### config.mk
export PLATFORM = sky130hd
export DESIGN_NAME = link_mgmt_gpio_wake_regs
export DESIGN_NICKNAME = d
export VERILOG_FILES = /design/src/inc/link_mgmt_pkg.sv /design/src/hdl/link_mgmt_gpio_wake_regs.sv
export SDC_FILE = /design/constraint.sdc
export NUM_CORES = 1
export LEC_CHECK = 0
export BUFFER_PORTS_ARGS = -buffer_cell sky130_fd_sc_hd__buf_2
export CORE_MARGIN = 4
export CORE_UTILIZATION = 55
export CTS_CLUSTER_DIAMETER = 40
export DETAILED_ROUTE_END_ITERATION = 12
export PLACE_DENSITY = 0.8
export SLEW_MARGIN = 10
export SYNTH_ARGS = -nofsm -noshare
export SYNTH_HDL_FRONTEND = slang
export SYNTH_SLANG_ARGS = --single-unit
### constraint.sdc
create_clock -name aclk -period 3.6 [get_ports aclk]
set_input_delay 0.72 -clock aclk [delete_from_list [all_inputs] [get_ports aclk]]
set_output_delay 0.72 -clock aclk [all_outputs]
set_load 0.1 [all_outputs]
### src/inc/link_mgmt_pkg.sv
// Constants shared by the link management, pin and wake register group.
package link_mgmt_pkg;

    // Clock and management clock timing.
    localparam int CLK_PERIOD_NS = 25;
    localparam int MDC_MIN_PERIOD_NS = 400;
    localparam int MDC_HALF_CYC = (MDC_MIN_PERIOD_NS / 2 + CLK_PERIOD_NS - 1) / CLK_PERIOD_NS;

    // Register indices; the byte address is four times the index.
    localparam logic [9:0] IDX_MEDIA = 10'h137;
    localparam logic [9:0] IDX_PHY_ADDR = 10'h138;
    localparam logic [9:0] IDX_PHY_DATA = 10'h139;
    localparam logic [9:0] IDX_ACCESS = 10'h13B;
    localparam logic [9:0] IDX_GPIO = 10'h13D;
    localparam logic [9:0] IDX_WAKE = 10'h13E;
    localparam logic [9:0] IDX_INT_STAT = 10'h150;
    localparam logic [9:0] IDX_INT_MASK = 10'h151;
    localparam int ADDR_W = 12;

    // Media status fields.
    localparam int MED_TXFC = 7;
    localparam int MED_RXFC = 6;
    localparam int MED_DUPLEX = 4;
    localparam int MED_SPEED = 3;
    localparam int MED_LINK = 2;
    localparam int MED_PSENT = 1;
    localparam int MED_PRCVD = 0;

    // Management access control fields.
    localparam int ACC_GO = 6;
    localparam int ACC_WR = 5;

    // General pin fields.
    localparam int GP_CAP = 4;
    localparam int GP1_VAL = 3;
    localparam int GP1_DIR = 2;
    localparam int GP0_VAL = 1;
    localparam int GP0_DIR = 0;

    // Interrupt status bits.
    localparam int INT_MGMT_DONE = 0;
    localparam int INT_LINK_CHG = 1;
    localparam int INT_WAKE = 2;
    localparam int INT_W = 3;

    // Management frame layout, bit numbers counted from the first preamble bit.
    localparam logic [5:0] FRM_TA_FIRST = 6'h2E;
    localparam logic [5:0] FRM_DATA_FIRST = 6'h30;
    localparam logic [5:0] FRM_LAST = 6'h3F;
    localparam logic [31:0] FRM_PREAMBLE = 32'hFFFFFFFF;
    localparam logic [1:0] FRM_START = 2'h1;
    localparam logic [1:0] OP_WRITE = 2'h1;
    localparam logic [1:0] OP_READ = 2'h2;
    localparam logic [1:0] TA_WRITE = 2'h2;

    localparam logic [1:0] RESP_OKAY = 2'h0;
    localparam logic [1:0] RESP_SLVERR = 2'h2;

    typedef enum logic [1:0] {
        M_IDLE = 2'b00,
        M_SHIFT = 2'b01,
        M_DONE = 2'b10
    } mgmt_state_t;

endpackage

### src/hdl/link_mgmt_gpio_wake_regs.sv
// Link status, flow control, PHY management, general pins and wake enables behind AXI4-Lite.
//
// Notes on behaviour
// - Negotiated with pause-capable partner: transmit pause enable is read-only, shows result.
// - Otherwise writable; negotiation off in half duplex makes the bit invalid.
// - Receive pause acts only in full duplex; both enables preload from EEPROM.
// - Read-only duplex bit 4, speed bit 3, link bit 2 show link state.
// - Pause-sent bit sets on pause transmit, clears after timer-expiry frame.
// - Pause-received bit stays set while backing off after a received pause.
// - Five-bit writable target PHY address in bits 4-0, upper bits reserved.
// - Sixteen-bit data word: value to write, or value returned by a read.
// - Writing the owner bit starts one transaction; hardware clears it when done.
// - Direction bit 5 set means PHY write, clear means PHY read.
// - Read-only bit 4 of the pin register reports phone-line PHY support.
// - Pin 1 drives its value bit when direction set, else value shows pin.
// - Pin 0 drives its value bit when direction set, else value is read-only.
// - Wake enables reset to zero: link change, pattern packet, frames 4 to 0.
// - Wake reaches host only when remote wakeup armed and an enabled event fired.
// - The auto-negotiation enable comes from PHY control bit 12.
`timescale 1ns/1ps
`default_nettype none

module link_mgmt_gpio_wake_regs #(
    parameter logic PHONE_LINE_CAP = 1'b0,
    parameter int MDC_HALF = link_mgmt_pkg::MDC_HALF_CYC
) (
    input wire logic aclk,
    input wire logic aresetn,
    input wire logic awvalid,
    output logic awready,
    input wire logic [link_mgmt_pkg::ADDR_W-1:0] awaddr,
    input wire logic [2:0] awprot,
    input wire logic wvalid,
    output logic wready,
    input wire logic [31:0] wdata,
    input wire logic [3:0] wstrb,
    output logic bvalid,
    input wire logic bready,
    output logic [1:0] bresp,
    input wire logic arvalid,
    output logic arready,
    input wire logic [link_mgmt_pkg::ADDR_W-1:0] araddr,
    input wire logic [2:0] arprot,
    output logic rvalid,
    input wire logic rready,
    output logic [31:0] rdata,
    output logic [1:0] rresp,
    output logic irq,
    input wire logic link_up,
    input wire logic full_duplex,
    input wire logic speed_100,
    input wire logic autoneg_on,
    input wire logic partner_autoneg,
    input wire logic partner_pause,
    input wire logic pause_tx_sent,
    input wire logic timer_done_sent,
    input wire logic pause_rx_backoff,
    input wire logic eeprom_loaded,
    input wire logic eeprom_tx_pause,
    input wire logic eeprom_rx_pause,
    output logic tx_pause_enable,
    output logic rx_pause_enable,
    output logic mdc,
    output logic mdio_o,
    output logic mdio_oe_n,
    input wire logic mdio_i,
    output logic gp_pin0_o,
    output logic gp_pin0_oe_n,
    input wire logic gp_pin0_i,
    output logic gp_pin1_o,
    output logic gp_pin1_oe_n,
    input wire logic gp_pin1_i,
    input wire logic remote_wakeup_armed,
    input wire logic pattern_packet_hit,
    input wire logic [4:0] frame_hit,
    output logic wake_signal
);
    import link_mgmt_pkg::*;

    typedef struct packed {
        logic awready;
        logic wready;
        logic bvalid;
        logic [1:0] bresp;
        logic aw_got;
        logic w_got;
        logic [ADDR_W-1:0] awaddr;
        logic [31:0] wdata;
        logic [3:0] wstrb;
        logic arready;
        logic rvalid;
        logic [31:0] rdata;
        logic [1:0] rresp;
        logic tx_pause_sw;
        logic rx_pause_sw;
        logic tx_pause_eff;
        logic rx_pause_eff;
        logic pause_sent;
        logic pause_rcvd;
        logic [4:0] phy_addr;
        logic [15:0] mgmt_data;
        logic mgmt_go;
        logic mgmt_wr;
        logic [4:0] reg_idx;
        logic [1:0] pin_dir;
        logic [1:0] pin_val;
        logic [1:0] gp_o;
        logic [1:0] gp_oe_n;
        logic [6:0] wake_en;
        logic wake;
        logic [INT_W-1:0] int_stat;
        logic [INT_W-1:0] int_mask;
        logic irq;
        logic link_prev;
        logic link_primed;
        logic [2:0] sync1;
        logic [2:0] sync2;
        mgmt_state_t mst;
        logic [7:0] div;
        logic [5:0] bitn;
        logic [63:0] frame;
        logic mdc;
        logic mdio_o;
        logic mdio_oe_n;
    } state_t;

    state_t s_q;
    state_t s_d;

    logic tx_ro;
    logic tx_invalid;
    logic [6:0] wake_trig;
    logic link_chg;
    logic mdc_tick;

    // Sync slot 0 is the management data line, slots 1 and 2 are the general pins.
    function automatic logic [31:0] read_word(input logic [9:0] idx, input state_t s,
                                              input logic txv);
        logic [31:0] r;
        r = 32'h0;
        if (idx == IDX_MEDIA) begin
            r[MED_TXFC] = txv;
            r[MED_RXFC] = s.rx_pause_sw;
            r[MED_DUPLEX] = full_duplex;
            r[MED_SPEED] = speed_100;
            r[MED_LINK] = link_up;
            r[MED_PSENT] = s.pause_sent;
            r[MED_PRCVD] = s.pause_rcvd;
        end else if (idx == IDX_PHY_ADDR) begin
            r[4:0] = s.phy_addr;
        end else if (idx == IDX_PHY_DATA) begin
            r[15:0] = s.mgmt_data;
        end else if (idx == IDX_ACCESS) begin
            r[ACC_GO] = s.mgmt_go;
            r[ACC_WR] = s.mgmt_wr;
            r[4:0] = s.reg_idx;
        end else if (idx == IDX_GPIO) begin
            r[GP_CAP] = PHONE_LINE_CAP;
            r[GP1_VAL] = s.pin_dir[1] ? s.pin_val[1] : s.sync2[2];
            r[GP1_DIR] = s.pin_dir[1];
            r[GP0_VAL] = s.pin_dir[0] ? s.pin_val[0] : s.sync2[1];
            r[GP0_DIR] = s.pin_dir[0];
        end else if (idx == IDX_WAKE) begin
            r[6:0] = s.wake_en;
        end else if (idx == IDX_INT_STAT) begin
            r[INT_W-1:0] = s.int_stat;
        end else if (idx == IDX_INT_MASK) begin
            r[INT_W-1:0] = s.int_mask;
        end
        return r;
    endfunction

    function automatic logic mapped(input logic [9:0] idx);
        return idx == IDX_MEDIA || idx == IDX_PHY_ADDR || idx == IDX_PHY_DATA ||
               idx == IDX_ACCESS || idx == IDX_GPIO || idx == IDX_WAKE ||
               idx == IDX_INT_STAT || idx == IDX_INT_MASK;
    endfunction

    ////////////////////////////////////////////////////////////////////////////////
    always_comb begin
        s_d = s_q;
        tx_ro = autoneg_on && partner_autoneg && partner_pause;
        tx_invalid = !autoneg_on && !full_duplex;
        // The first cycle after reset only learns the link level, so no false change is seen.
        link_chg = s_q.link_primed && link_up != s_q.link_prev;
        wake_trig = {link_chg, pattern_packet_hit, frame_hit} & s_q.wake_en;
        mdc_tick = s_q.div == 8'(MDC_HALF - 1);
        s_d.sync1 = {gp_pin1_i, gp_pin0_i, mdio_i};
        s_d.sync2 = s_q.sync1;
        s_d.link_prev = link_up;
        s_d.link_primed = 1'b1;

        // Both defaults reload whenever the EEPROM pass finishes.
        if (eeprom_loaded) begin
            s_d.tx_pause_sw = eeprom_tx_pause;
            s_d.rx_pause_sw = eeprom_rx_pause;
        end

        // A new pause frame in the same cycle as the release frame keeps the flag set.
        s_d.pause_sent = pause_tx_sent || (s_q.pause_sent && !timer_done_sent);
        s_d.pause_rcvd = pause_rx_backoff;

        // AXI write: address and data are taken in either order, then answered together.
        if (awvalid && s_q.awready) begin
            s_d.aw_got = 1'b1;
            s_d.awaddr = awaddr;
        end
        if (wvalid && s_q.wready) begin
            s_d.w_got = 1'b1;
            s_d.wdata = wdata;
            s_d.wstrb = wstrb;
        end
        if (s_q.bvalid && bready) begin
            s_d.bvalid = 1'b0;
        end
        if (s_q.aw_got && s_q.w_got) begin
            s_d.aw_got = 1'b0;
            s_d.w_got = 1'b0;
            s_d.bvalid = 1'b1;
            s_d.bresp = mapped(s_q.awaddr[ADDR_W-1:2]) ? RESP_OKAY : RESP_SLVERR;
            if (s_q.wstrb[0]) begin
                if (s_q.awaddr[ADDR_W-1:2] == IDX_MEDIA) begin
                    if (!tx_ro) begin
                        s_d.tx_pause_sw = s_q.wdata[MED_TXFC];
                    end
                    s_d.rx_pause_sw = s_q.wdata[MED_RXFC];
                end else if (s_q.awaddr[ADDR_W-1:2] == IDX_PHY_ADDR) begin
                    s_d.phy_addr = s_q.wdata[4:0];
                end else if (s_q.awaddr[ADDR_W-1:2] == IDX_PHY_DATA) begin
                    if (s_q.mst == M_IDLE) begin
                        s_d.mgmt_data[7:0] = s_q.wdata[7:0];
                    end
                end else if (s_q.awaddr[ADDR_W-1:2] == IDX_ACCESS) begin
                    // Control stays frozen while a frame is on the wire.
                    if (s_q.mst == M_IDLE) begin
                        s_d.mgmt_wr = s_q.wdata[ACC_WR];
                        s_d.reg_idx = s_q.wdata[4:0];
                        s_d.mgmt_go = s_q.wdata[ACC_GO];
                    end
                end else if (s_q.awaddr[ADDR_W-1:2] == IDX_GPIO) begin
                    s_d.pin_dir = {s_q.wdata[GP1_DIR], s_q.wdata[GP0_DIR]};
                    if (s_q.wdata[GP1_DIR]) begin
                        s_d.pin_val[1] = s_q.wdata[GP1_VAL];
                    end
                    if (s_q.wdata[GP0_DIR]) begin
                        s_d.pin_val[0] = s_q.wdata[GP0_VAL];
                    end
                end else if (s_q.awaddr[ADDR_W-1:2] == IDX_WAKE) begin
                    s_d.wake_en = s_q.wdata[6:0];
                end else if (s_q.awaddr[ADDR_W-1:2] == IDX_INT_STAT) begin
                    s_d.int_stat = s_q.int_stat & ~s_q.wdata[INT_W-1:0];
                end else if (s_q.awaddr[ADDR_W-1:2] == IDX_INT_MASK) begin
                    s_d.int_mask = s_q.wdata[INT_W-1:0];
                end
            end
            if (s_q.wstrb[1] && s_q.awaddr[ADDR_W-1:2] == IDX_PHY_DATA && s_q.mst == M_IDLE) begin
                s_d.mgmt_data[15:8] = s_q.wdata[15:8];
            end
        end
        s_d.awready = !s_d.aw_got && !s_d.bvalid;
        s_d.wready = !s_d.w_got && !s_d.bvalid;

        // AXI read: one cycle from address to data.
        if (s_q.rvalid && rready) begin
            s_d.rvalid = 1'b0;
        end
        if (arvalid && s_q.arready) begin
            s_d.rvalid = 1'b1;
            s_d.rdata = read_word(araddr[ADDR_W-1:2], s_q,
                                  tx_ro ? 1'b1 : (tx_invalid ? 1'b0 : s_q.tx_pause_sw));
            s_d.rresp = mapped(araddr[ADDR_W-1:2]) ? RESP_OKAY : RESP_SLVERR;
        end
        s_d.arready = !s_d.rvalid;

        // Management frame engine.
        case (s_q.mst)
            M_IDLE: begin
                s_d.mdc = 1'b0;
                if (s_q.mgmt_go) begin
                    s_d.mst = M_SHIFT;
                    s_d.div = 8'h0;
                    s_d.bitn = 6'h0;
                    s_d.frame = {FRM_PREAMBLE, FRM_START, s_q.mgmt_wr ? OP_WRITE : OP_READ,
                                 s_q.phy_addr, s_q.reg_idx,
                                 s_q.mgmt_wr ? TA_WRITE : 2'h0,
                                 s_q.mgmt_wr ? s_q.mgmt_data : 16'h0};
                end
            end
            M_SHIFT: begin
                s_d.div = s_q.div + 8'h1;
                if (mdc_tick) begin
                    s_d.div = 8'h0;
                    s_d.mdc = !s_q.mdc;
                    if (!s_q.mdc) begin
                        // Rising edge: the PHY's data is stable here.
                        if (!s_q.mgmt_wr && s_q.bitn >= FRM_DATA_FIRST) begin
                            s_d.mgmt_data = {s_q.mgmt_data[14:0], s_q.sync2[0]};
                        end
                    end else if (s_q.bitn == FRM_LAST) begin
                        s_d.mst = M_DONE;
                    end else begin
                        s_d.bitn = s_q.bitn + 6'h1;
                        s_d.frame = {s_q.frame[62:0], 1'b0};
                    end
                end
            end
            M_DONE: begin
                s_d.mst = M_IDLE;
                s_d.mgmt_go = 1'b0;
            end
            default: begin
                s_d.mst = M_IDLE;
            end
        endcase
        s_d.mdio_o = s_d.mst == M_SHIFT ? s_d.frame[63] : 1'b1;
        s_d.mdio_oe_n = s_d.mst != M_SHIFT ||
                        (!s_d.mgmt_wr && s_d.bitn >= FRM_TA_FIRST);

        s_d.gp_oe_n = ~s_d.pin_dir;
        s_d.gp_o = s_d.pin_val;

        s_d.tx_pause_eff = (tx_ro || (!tx_invalid && s_d.tx_pause_sw)) && full_duplex;
        s_d.rx_pause_eff = s_d.rx_pause_sw && full_duplex;

        // Wake holds until the host withdraws remote wakeup.
        s_d.wake = remote_wakeup_armed && (s_q.wake || (|wake_trig));

        // Hardware sets win over a same-cycle software clear.
        s_d.int_stat = s_d.int_stat |
            (INT_W'(s_q.mst == M_DONE) << INT_MGMT_DONE) |
            (INT_W'(link_chg) << INT_LINK_CHG) |
            (INT_W'(|wake_trig) << INT_WAKE);
        s_d.irq = |(s_d.int_stat & s_d.int_mask);
    end

    always_ff @(posedge aclk) begin
        if (!aresetn) begin
            s_q <= '0;
            s_q.mdio_o <= 1'b1;
            s_q.mdio_oe_n <= 1'b1;
            s_q.gp_oe_n <= 2'b11;
        end else begin
            s_q <= s_d;
        end
    end

    ////////////////////////////////////////////////////////////////////////////////
    assign awready = s_q.awready;
    assign wready = s_q.wready;
    assign bvalid = s_q.bvalid;
    assign bresp = s_q.bresp;
    assign arready = s_q.arready;
    assign rvalid = s_q.rvalid;
    assign rdata = s_q.rdata;
    assign rresp = s_q.rresp;
    assign irq = s_q.irq;
    assign tx_pause_enable = s_q.tx_pause_eff;
    assign rx_pause_enable = s_q.rx_pause_eff;
    assign mdc = s_q.mdc;
    assign mdio_o = s_q.mdio_o;
    assign mdio_oe_n = s_q.mdio_oe_n;
    assign gp_pin0_o = s_q.gp_o[0];
    assign gp_pin0_oe_n = s_q.gp_oe_n[0];
    assign gp_pin1_o = s_q.gp_o[1];
    assign gp_pin1_oe_n = s_q.gp_oe_n[1];
    assign wake_signal = s_q.wake;

    ////////////////////////////////////////////////////////////////////////////////
    // Checks. A frame cannot outlast 64 bits of two half periods plus slack.
    logic [15:0] busy_cnt;
    always_ff @(posedge aclk) begin
        if (!aresetn || !s_q.mgmt_go) begin
            busy_cnt <= 16'h0;
        end else begin
            busy_cnt <= busy_cnt + 16'h1;
        end
    end
endmodule // link_mgmt_gpio_wake_regs

`default_nettype wire

Yosys cells after proc, flatten, opt, wreduce, memory -nomap -nowiden
Cells that the tools add are included.
{"block": "classes", "n_eq_ne": 27, "bitwise_logic": 14, "n_reduce_logical": 62, "n_addsub": 2, "order_cmp": 2, "mux": 74}
{"cell": "equality test 10 x 9 -> 1 bit, second input constant", "count": 16}
{"cell": "case mux 79 bit (2 select lines)", "count": 1}
{"cell": "two-way mux 70 bit", "count": 2}
{"cell": "two-way mux 90 bit", "count": 1}
{"cell": "two-way mux 81 bit", "count": 1}
{"cell": "two-way mux 16 bit", "count": 5}
{"cell": "two-way mux 80 bit", "count": 1}
{"cell": "two-way mux 19 bit", "count": 3}
{"cell": "two-way mux 6 bit", "count": 8}
{"cell": "two-way mux 35 bit", "count": 1}
{"cell": "two-way mux 8 bit", "count": 4}
{"cell": "two-way mux 7 bit", "count": 4}
{"cell": "two-way mux 27 bit", "count": 1}
{"cell": "two-way mux 2 bit", "count": 12}
{"cell": "two-way mux 11 bit", "count": 2}
{"cell": "logical AND 1 bit", "count": 21}
{"cell": "two-way mux 5 bit", "count": 4}
{"cell": "logical OR 1 bit", "count": 18}
{"cell": "two-way mux 3 bit", "count": 6}
{"cell": "two-way mux 1 bit", "count": 13}
{"cell": ">= comparator 6 bit, second input constant", "count": 2}
{"cell": "two-way mux 4 bit", "count": 3}
{"cell": "logical NOT 1 bit", "count": 11}
{"cell": "two-way mux 9 bit", "count": 1}
{"cell": "28 further kinds", "count": 40}
{"block": "word_totals", "output_inout_bits": 52, "ff_bits": 221, "wordCells": 225}

Depth between registers and ports, before layout
{"block": "logic_depth", "depth_word": 16, "mapped_depth": 10, "mapped_depth_nobuf": 7}

Worst setup path after synthesis
Ideal clock, no wire load.
{"block": "synth_timing", "path_kind": "input to register", "start": "in araddr[7] (netlist bit)", "end": "reg s_q, in the netlist rdata[0]", "path_stages": 6, "path_buffers": 0, "path_slack_ns": 1.210, "arrival_time_ns": 2.330, "setup_ns": 0.060, "t_required_ns": 3.540, "path_cell_list": "or4b_2 -> nor3b_1 -> nor3b_1 -> a221oi_1 -> o22ai_1 -> a32o_1"}
{"block": "synth_between", "elab_chain_len": 9}
{"element": "from (decl)", "line": "link_mgmt_gpio_wake_regs.sv:42", "text": "input wire logic [link_mgmt_pkg::ADDR_W-1:0] araddr,"}
{"element": "equality test 10 x 9 -> 1 bit", "line": "link_mgmt_gpio_wake_regs.sv:167", "text": "end else if (idx == IDX_INT_MASK) begin"}
{"element": "two-way mux 3 bit", "line": "link_mgmt_gpio_wake_regs.sv:167"}
{"element": "two-way mux 3 bit", "line": "link_mgmt_gpio_wake_regs.sv:165", "text": "end else if (idx == IDX_INT_STAT) begin"}
{"element": "two-way mux 3 bit", "line": "link_mgmt_gpio_wake_regs.sv:163", "text": "end else if (idx == IDX_WAKE) begin"}
{"element": "two-way mux 5 bit", "line": "link_mgmt_gpio_wake_regs.sv:157", "text": "end else if (idx == IDX_GPIO) begin"}
{"element": "two-way mux 7 bit", "line": "link_mgmt_gpio_wake_regs.sv:153", "text": "end else if (idx == IDX_ACCESS) begin"}
{"element": "two-way mux 7 bit", "line": "link_mgmt_gpio_wake_regs.sv:151", "text": "end else if (idx == IDX_PHY_DATA) begin"}
{"element": "two-way mux 5 bit", "line": "link_mgmt_gpio_wake_regs.sv:149", "text": "end else if (idx == IDX_PHY_ADDR) begin"}
{"element": "two-way mux 5 bit (*)", "line": "link_mgmt_gpio_wake_regs.sv:141", "text": "if (idx == IDX_MEDIA) begin"}
{"element": "to (decl)", "line": "link_mgmt_gpio_wake_regs.sv:127", "text": "state_t s_q;"}
Every way passes the cells marked *; elsewhere a longest branch is shown, timed or not.
A chain may end at the register's enable or synchronous reset.

Worst setup path in the final report
{"block": "layout_timing", "start": "reg s_q[76] (netlist bit)", "end": "reg s_q[16] (netlist bit)"}
{"block": "layout_between", "elab_chain_len": 3}
{"element": "equality test 8 x 3 -> 1 bit", "line": "link_mgmt_gpio_wake_regs.sv:187", "text": "mdc_tick = s_q.div == 8'(MDC_HALF - 1);"}
{"element": "!= test 2 bit (no line)"}
{"element": "AND reduction 5 bit (no line)"}
No other way between the ends.

==> results.py <==
metrics = {
    "status": {
        "outcome": "complete, no violations",
    },
    "clock_network": {
        "cts_sinks": 199,
        "ctsHoldBuffers": 0,
        "cts_resized": 0,
        "path_clk_slew_ns": 0.07,
        "cts_root_buffer": "clkbuf_16",
        "htree_num_levels": 4,
        "clk-insertion-delay-late_ns": 0.44,
        "ctsLongestPathBuffers": 2,
        "cts_made_buffers": 17,
        "cts_tree": "done",
        "postCtsSetupBuffers": 0,
    },
    "finish": {
        "diodes": 0,
        "nets": 1120,
        "area_growth_pct": 11.6,
        "drive_gt1_share_pct": 15.5,
        "fillers": 1231,
        "final_util_pct": 63.5,
        "mostFrequentLayoutCell": "dfxtp_1",
        "final_cell_area_mm2": 0.00936,
        "layout_common_cells": "199 x dfxtp_1, 124 x nor2_1, 102 x nand2_1",
    },
    "synthesis": {
        "seq_area_frac_synth_pct": 47.5,
        "yosys.area.top_type_share_pct": 47.5,
        "yosys-top-cells-area": "dfxtp_1 47%, mux2i_1 6.0%, nor2_1 5.5%, a21oi_1 4.6%, nand2_1 4.6%",
        "synth_top_area_cell": "dfxtp_1",
        "synth_edf_count": 0,
        "synth_cells": 980,
        "ys.warnings.count": 0,
        "synth_seq_cells": 199,
        "synth_ff_type": "dfxtp_1",
        "syn_area_per_cell_um2": 8.56,
        "post_synth_instance_area_mm2": 0.00839,
        "synth_cell_types": 63,
        "async_flop_share_pct": 0,
    },
    "placement": {
        "io_buffers": 100,
        "hpwl_mm": 13.3,
        "gp_congestion": 0.852,
        "dp_slack_ns": 0.768,
        "dpl-instance-area_mm2": 0.00874,
    },
    "sta": {
        "finClkSkew_ns": 0.00805,
        "slew_viol_final": 0,
        "layout_setup_ws_ns": 0.962,
        "slew_headroom_pct": 36.5,
        "rsz0062_at_grt": "no",
        "tightest_slew_ns": 0.945,
        "fin_crit_sh_pct": 73.3,
        "finalHoldViolCount": 0,
        "setup_tns_ns": 0,
        "fmax_ghz": 0.379,
        "setup_violations": 0,
        "period_minus_slack_ns": 2.64,
    },
    "min_path": {
        "hold_class": "flop to flop",
        "holdCritStartpoint": "s_d[84]$_SDFF_PN0_",
    },
    "setup_path": {
        "required_ns": 3.92,
        "end_kind": "flop",
        "r2r_start": "s_q[76]$_SDFFE_PN0P_",
        "worst_setup_path_start_kind": "flop",
        "startpoint": "s_q[76]$_SDFFE_PN0P_",
        "arrival_ns": 2.96,
        "critPathKind": "flop to flop",
        "cp_max_fo": 32,
    },
    "global_routing": {
        "gr-total-overflow": 0,
        "grt_start_max_net_pins": 54,
        "grt_first_pass_wirelength_mm": 32.4,
        "antenna_found_initial": 0,
        "grt_usage_pct": 22.4,
        "grt_pass1_vias": 6677,
    },
    "die": {
        "die-area_mm2": 0.0173,
        "fp.dieH_um": 132,
        "core_mm2": 0.0148,
        "ioPinCount": 147,
        "die_w_um": 132,
        "start_util_pct": 56.9,
        "rows": 44,
    },
    "power": {
        "power_mw": 4.60,
        "irDropWorstVdd_mv": 0.351,
        "leakagePower_nw": 3.85,
        "powerDensity_mw_per_mm2": 492,
    },
    "route": {
        "drc_errors": 0,
        "wl_mm": 19.8,
        "dr.pass1.iters": 5,
        "drt_iter0_drc": 711,
        "viasPerCell": 5.87,
        "num_vias": 7158,
        "post_drt_wl_per_cell_um": 16.3,
        "drtAntennaViolNets": 0,
    },
    "run": {
        "maxCapViolCount": 0,
    },
}
registers in the layout (all words and copies together), names as in the netlist:
name,cells
s_q,162
rdata,16
s_d,3
arready,1
awready,1
bresp,1
bvalid,1
gp_pin0_o,1
gp_pin0_oe_n,1
gp_pin1_o,1
gp_pin1_oe_n,1
irq,1
mdc,1
mdio_o,1
mdio_oe_n,1
rresp,1
rvalid,1
rx_pause_enable,1
tx_pause_enable,1
wake_signal,1
wready,1
power by group:
group          switching [mW]  total, mW  internal [mW]
Clock                   0.870       2.00           1.13
Sequential             0.0312       2.27           2.23
Combinational           0.261      0.337         0.0762
logic make-up (layout without fill, tap and decap cells):
logic type                 Yosys count  count (layout)  share of synthesized area [%]
and+or+nand+nor                    407             407                           23.0
AOI/OAI and AO/OA                  201             201                           15.6
DFF                                199             199                           47.5
buffers and inverters              115             154                           7.10
muxes                               53              53                           6.37
adders and majority gates            2               2                          0.298
xor gates and xnor gates             2               2                          0.209
other                                1              18                         0.0447
per-stage QoR:
| step | hold slack [ns] | instances |
|---|---|---|
| 2_1_floorplan | 0.412 | 997 |
| 3_3_place_gp | 0.414 | 1188 |
| 3_5_place_dp | 0.424 | 1188 |
| 4_1_cts | 0.440 | 1220 |
| 5_1_grt | 0.453 | 1220 |
| 6_report | 0.436 | 1220 |
worst paths after layout:
check,cells past startpoint,end,slack [ns]
min reg2reg,1,s_q[84]$_SDFF_PN0_,0.44
max reg2reg,9,s_q[16]$_SDFFE_PN0P_,0.96
max,9,s_q[16]$_SDFFE_PN0P_,0.96
min,1,s_q[84]$_SDFF_PN0_,0.44
layer usage:
| metal | GRT usage (%) | vias to the layer above | part of all wire (%) |
|---|---|---|---|
| met5 | 0 | - | 0 |
| met4 | 8.40 | 0 | 1.9 |
| met3 | 4.40 | 32 | 6.1 |
| met2 | 35.9 | 238 | 47 |
| met1 | 30.2 | 3382 | 45 |
| li1 | - | 3506 | - |
area by class of cell:
class / count / area (µm²) / share of cell area [%]
clock buffer: 18 / 439 / 4.69
clock inverter: 14 / 185 / 1.98
inverter: 9 / 36.3 / 0.387
multi-input combinational: 683 / 3880 / 41.4
sequential: 199 / 3980 / 42.5
tap: 184 / 230 / 2.46
timing repair buffer: 113 / 611 / 6.52
cell usage after synthesis, types with 8 or more instances:
| cell type | number |
|---|---|
| nor3_1 | 71 |
| buf_4 | 37 |
| a22oi_1 | 25 |
| o21ai_0 | 28 |
| and2_1 | 24 |
| clkbuf_1 | 53 |
| a211oi_1 | 15 |
| a21oi_1 | 77 |
| and3_1 | 14 |
| nand2_1 | 102 |
| a222oi_1 | 15 |
| nor2_1 | 124 |
| dfxtp_1 | 199 |
| nand3_1 | 22 |
| mux2i_1 | 50 |
| buf_2 | 14 |
| nand4_1 | 8 |
| inv_1 | 8 |
critical path, cell delays in order (launching register included):
cell and delay [ns]:
dfxtp_1 0.35, or4_1 0.57, nor4_2 0.16, buf_4 0.21, and3_2 0.20, buf_4 0.31
nor2_1 0.07, buf_4 0.25, a222oi_1 0.32, nor2_1 0.08
Note: power is estimated with default switching activity, not from simulation.
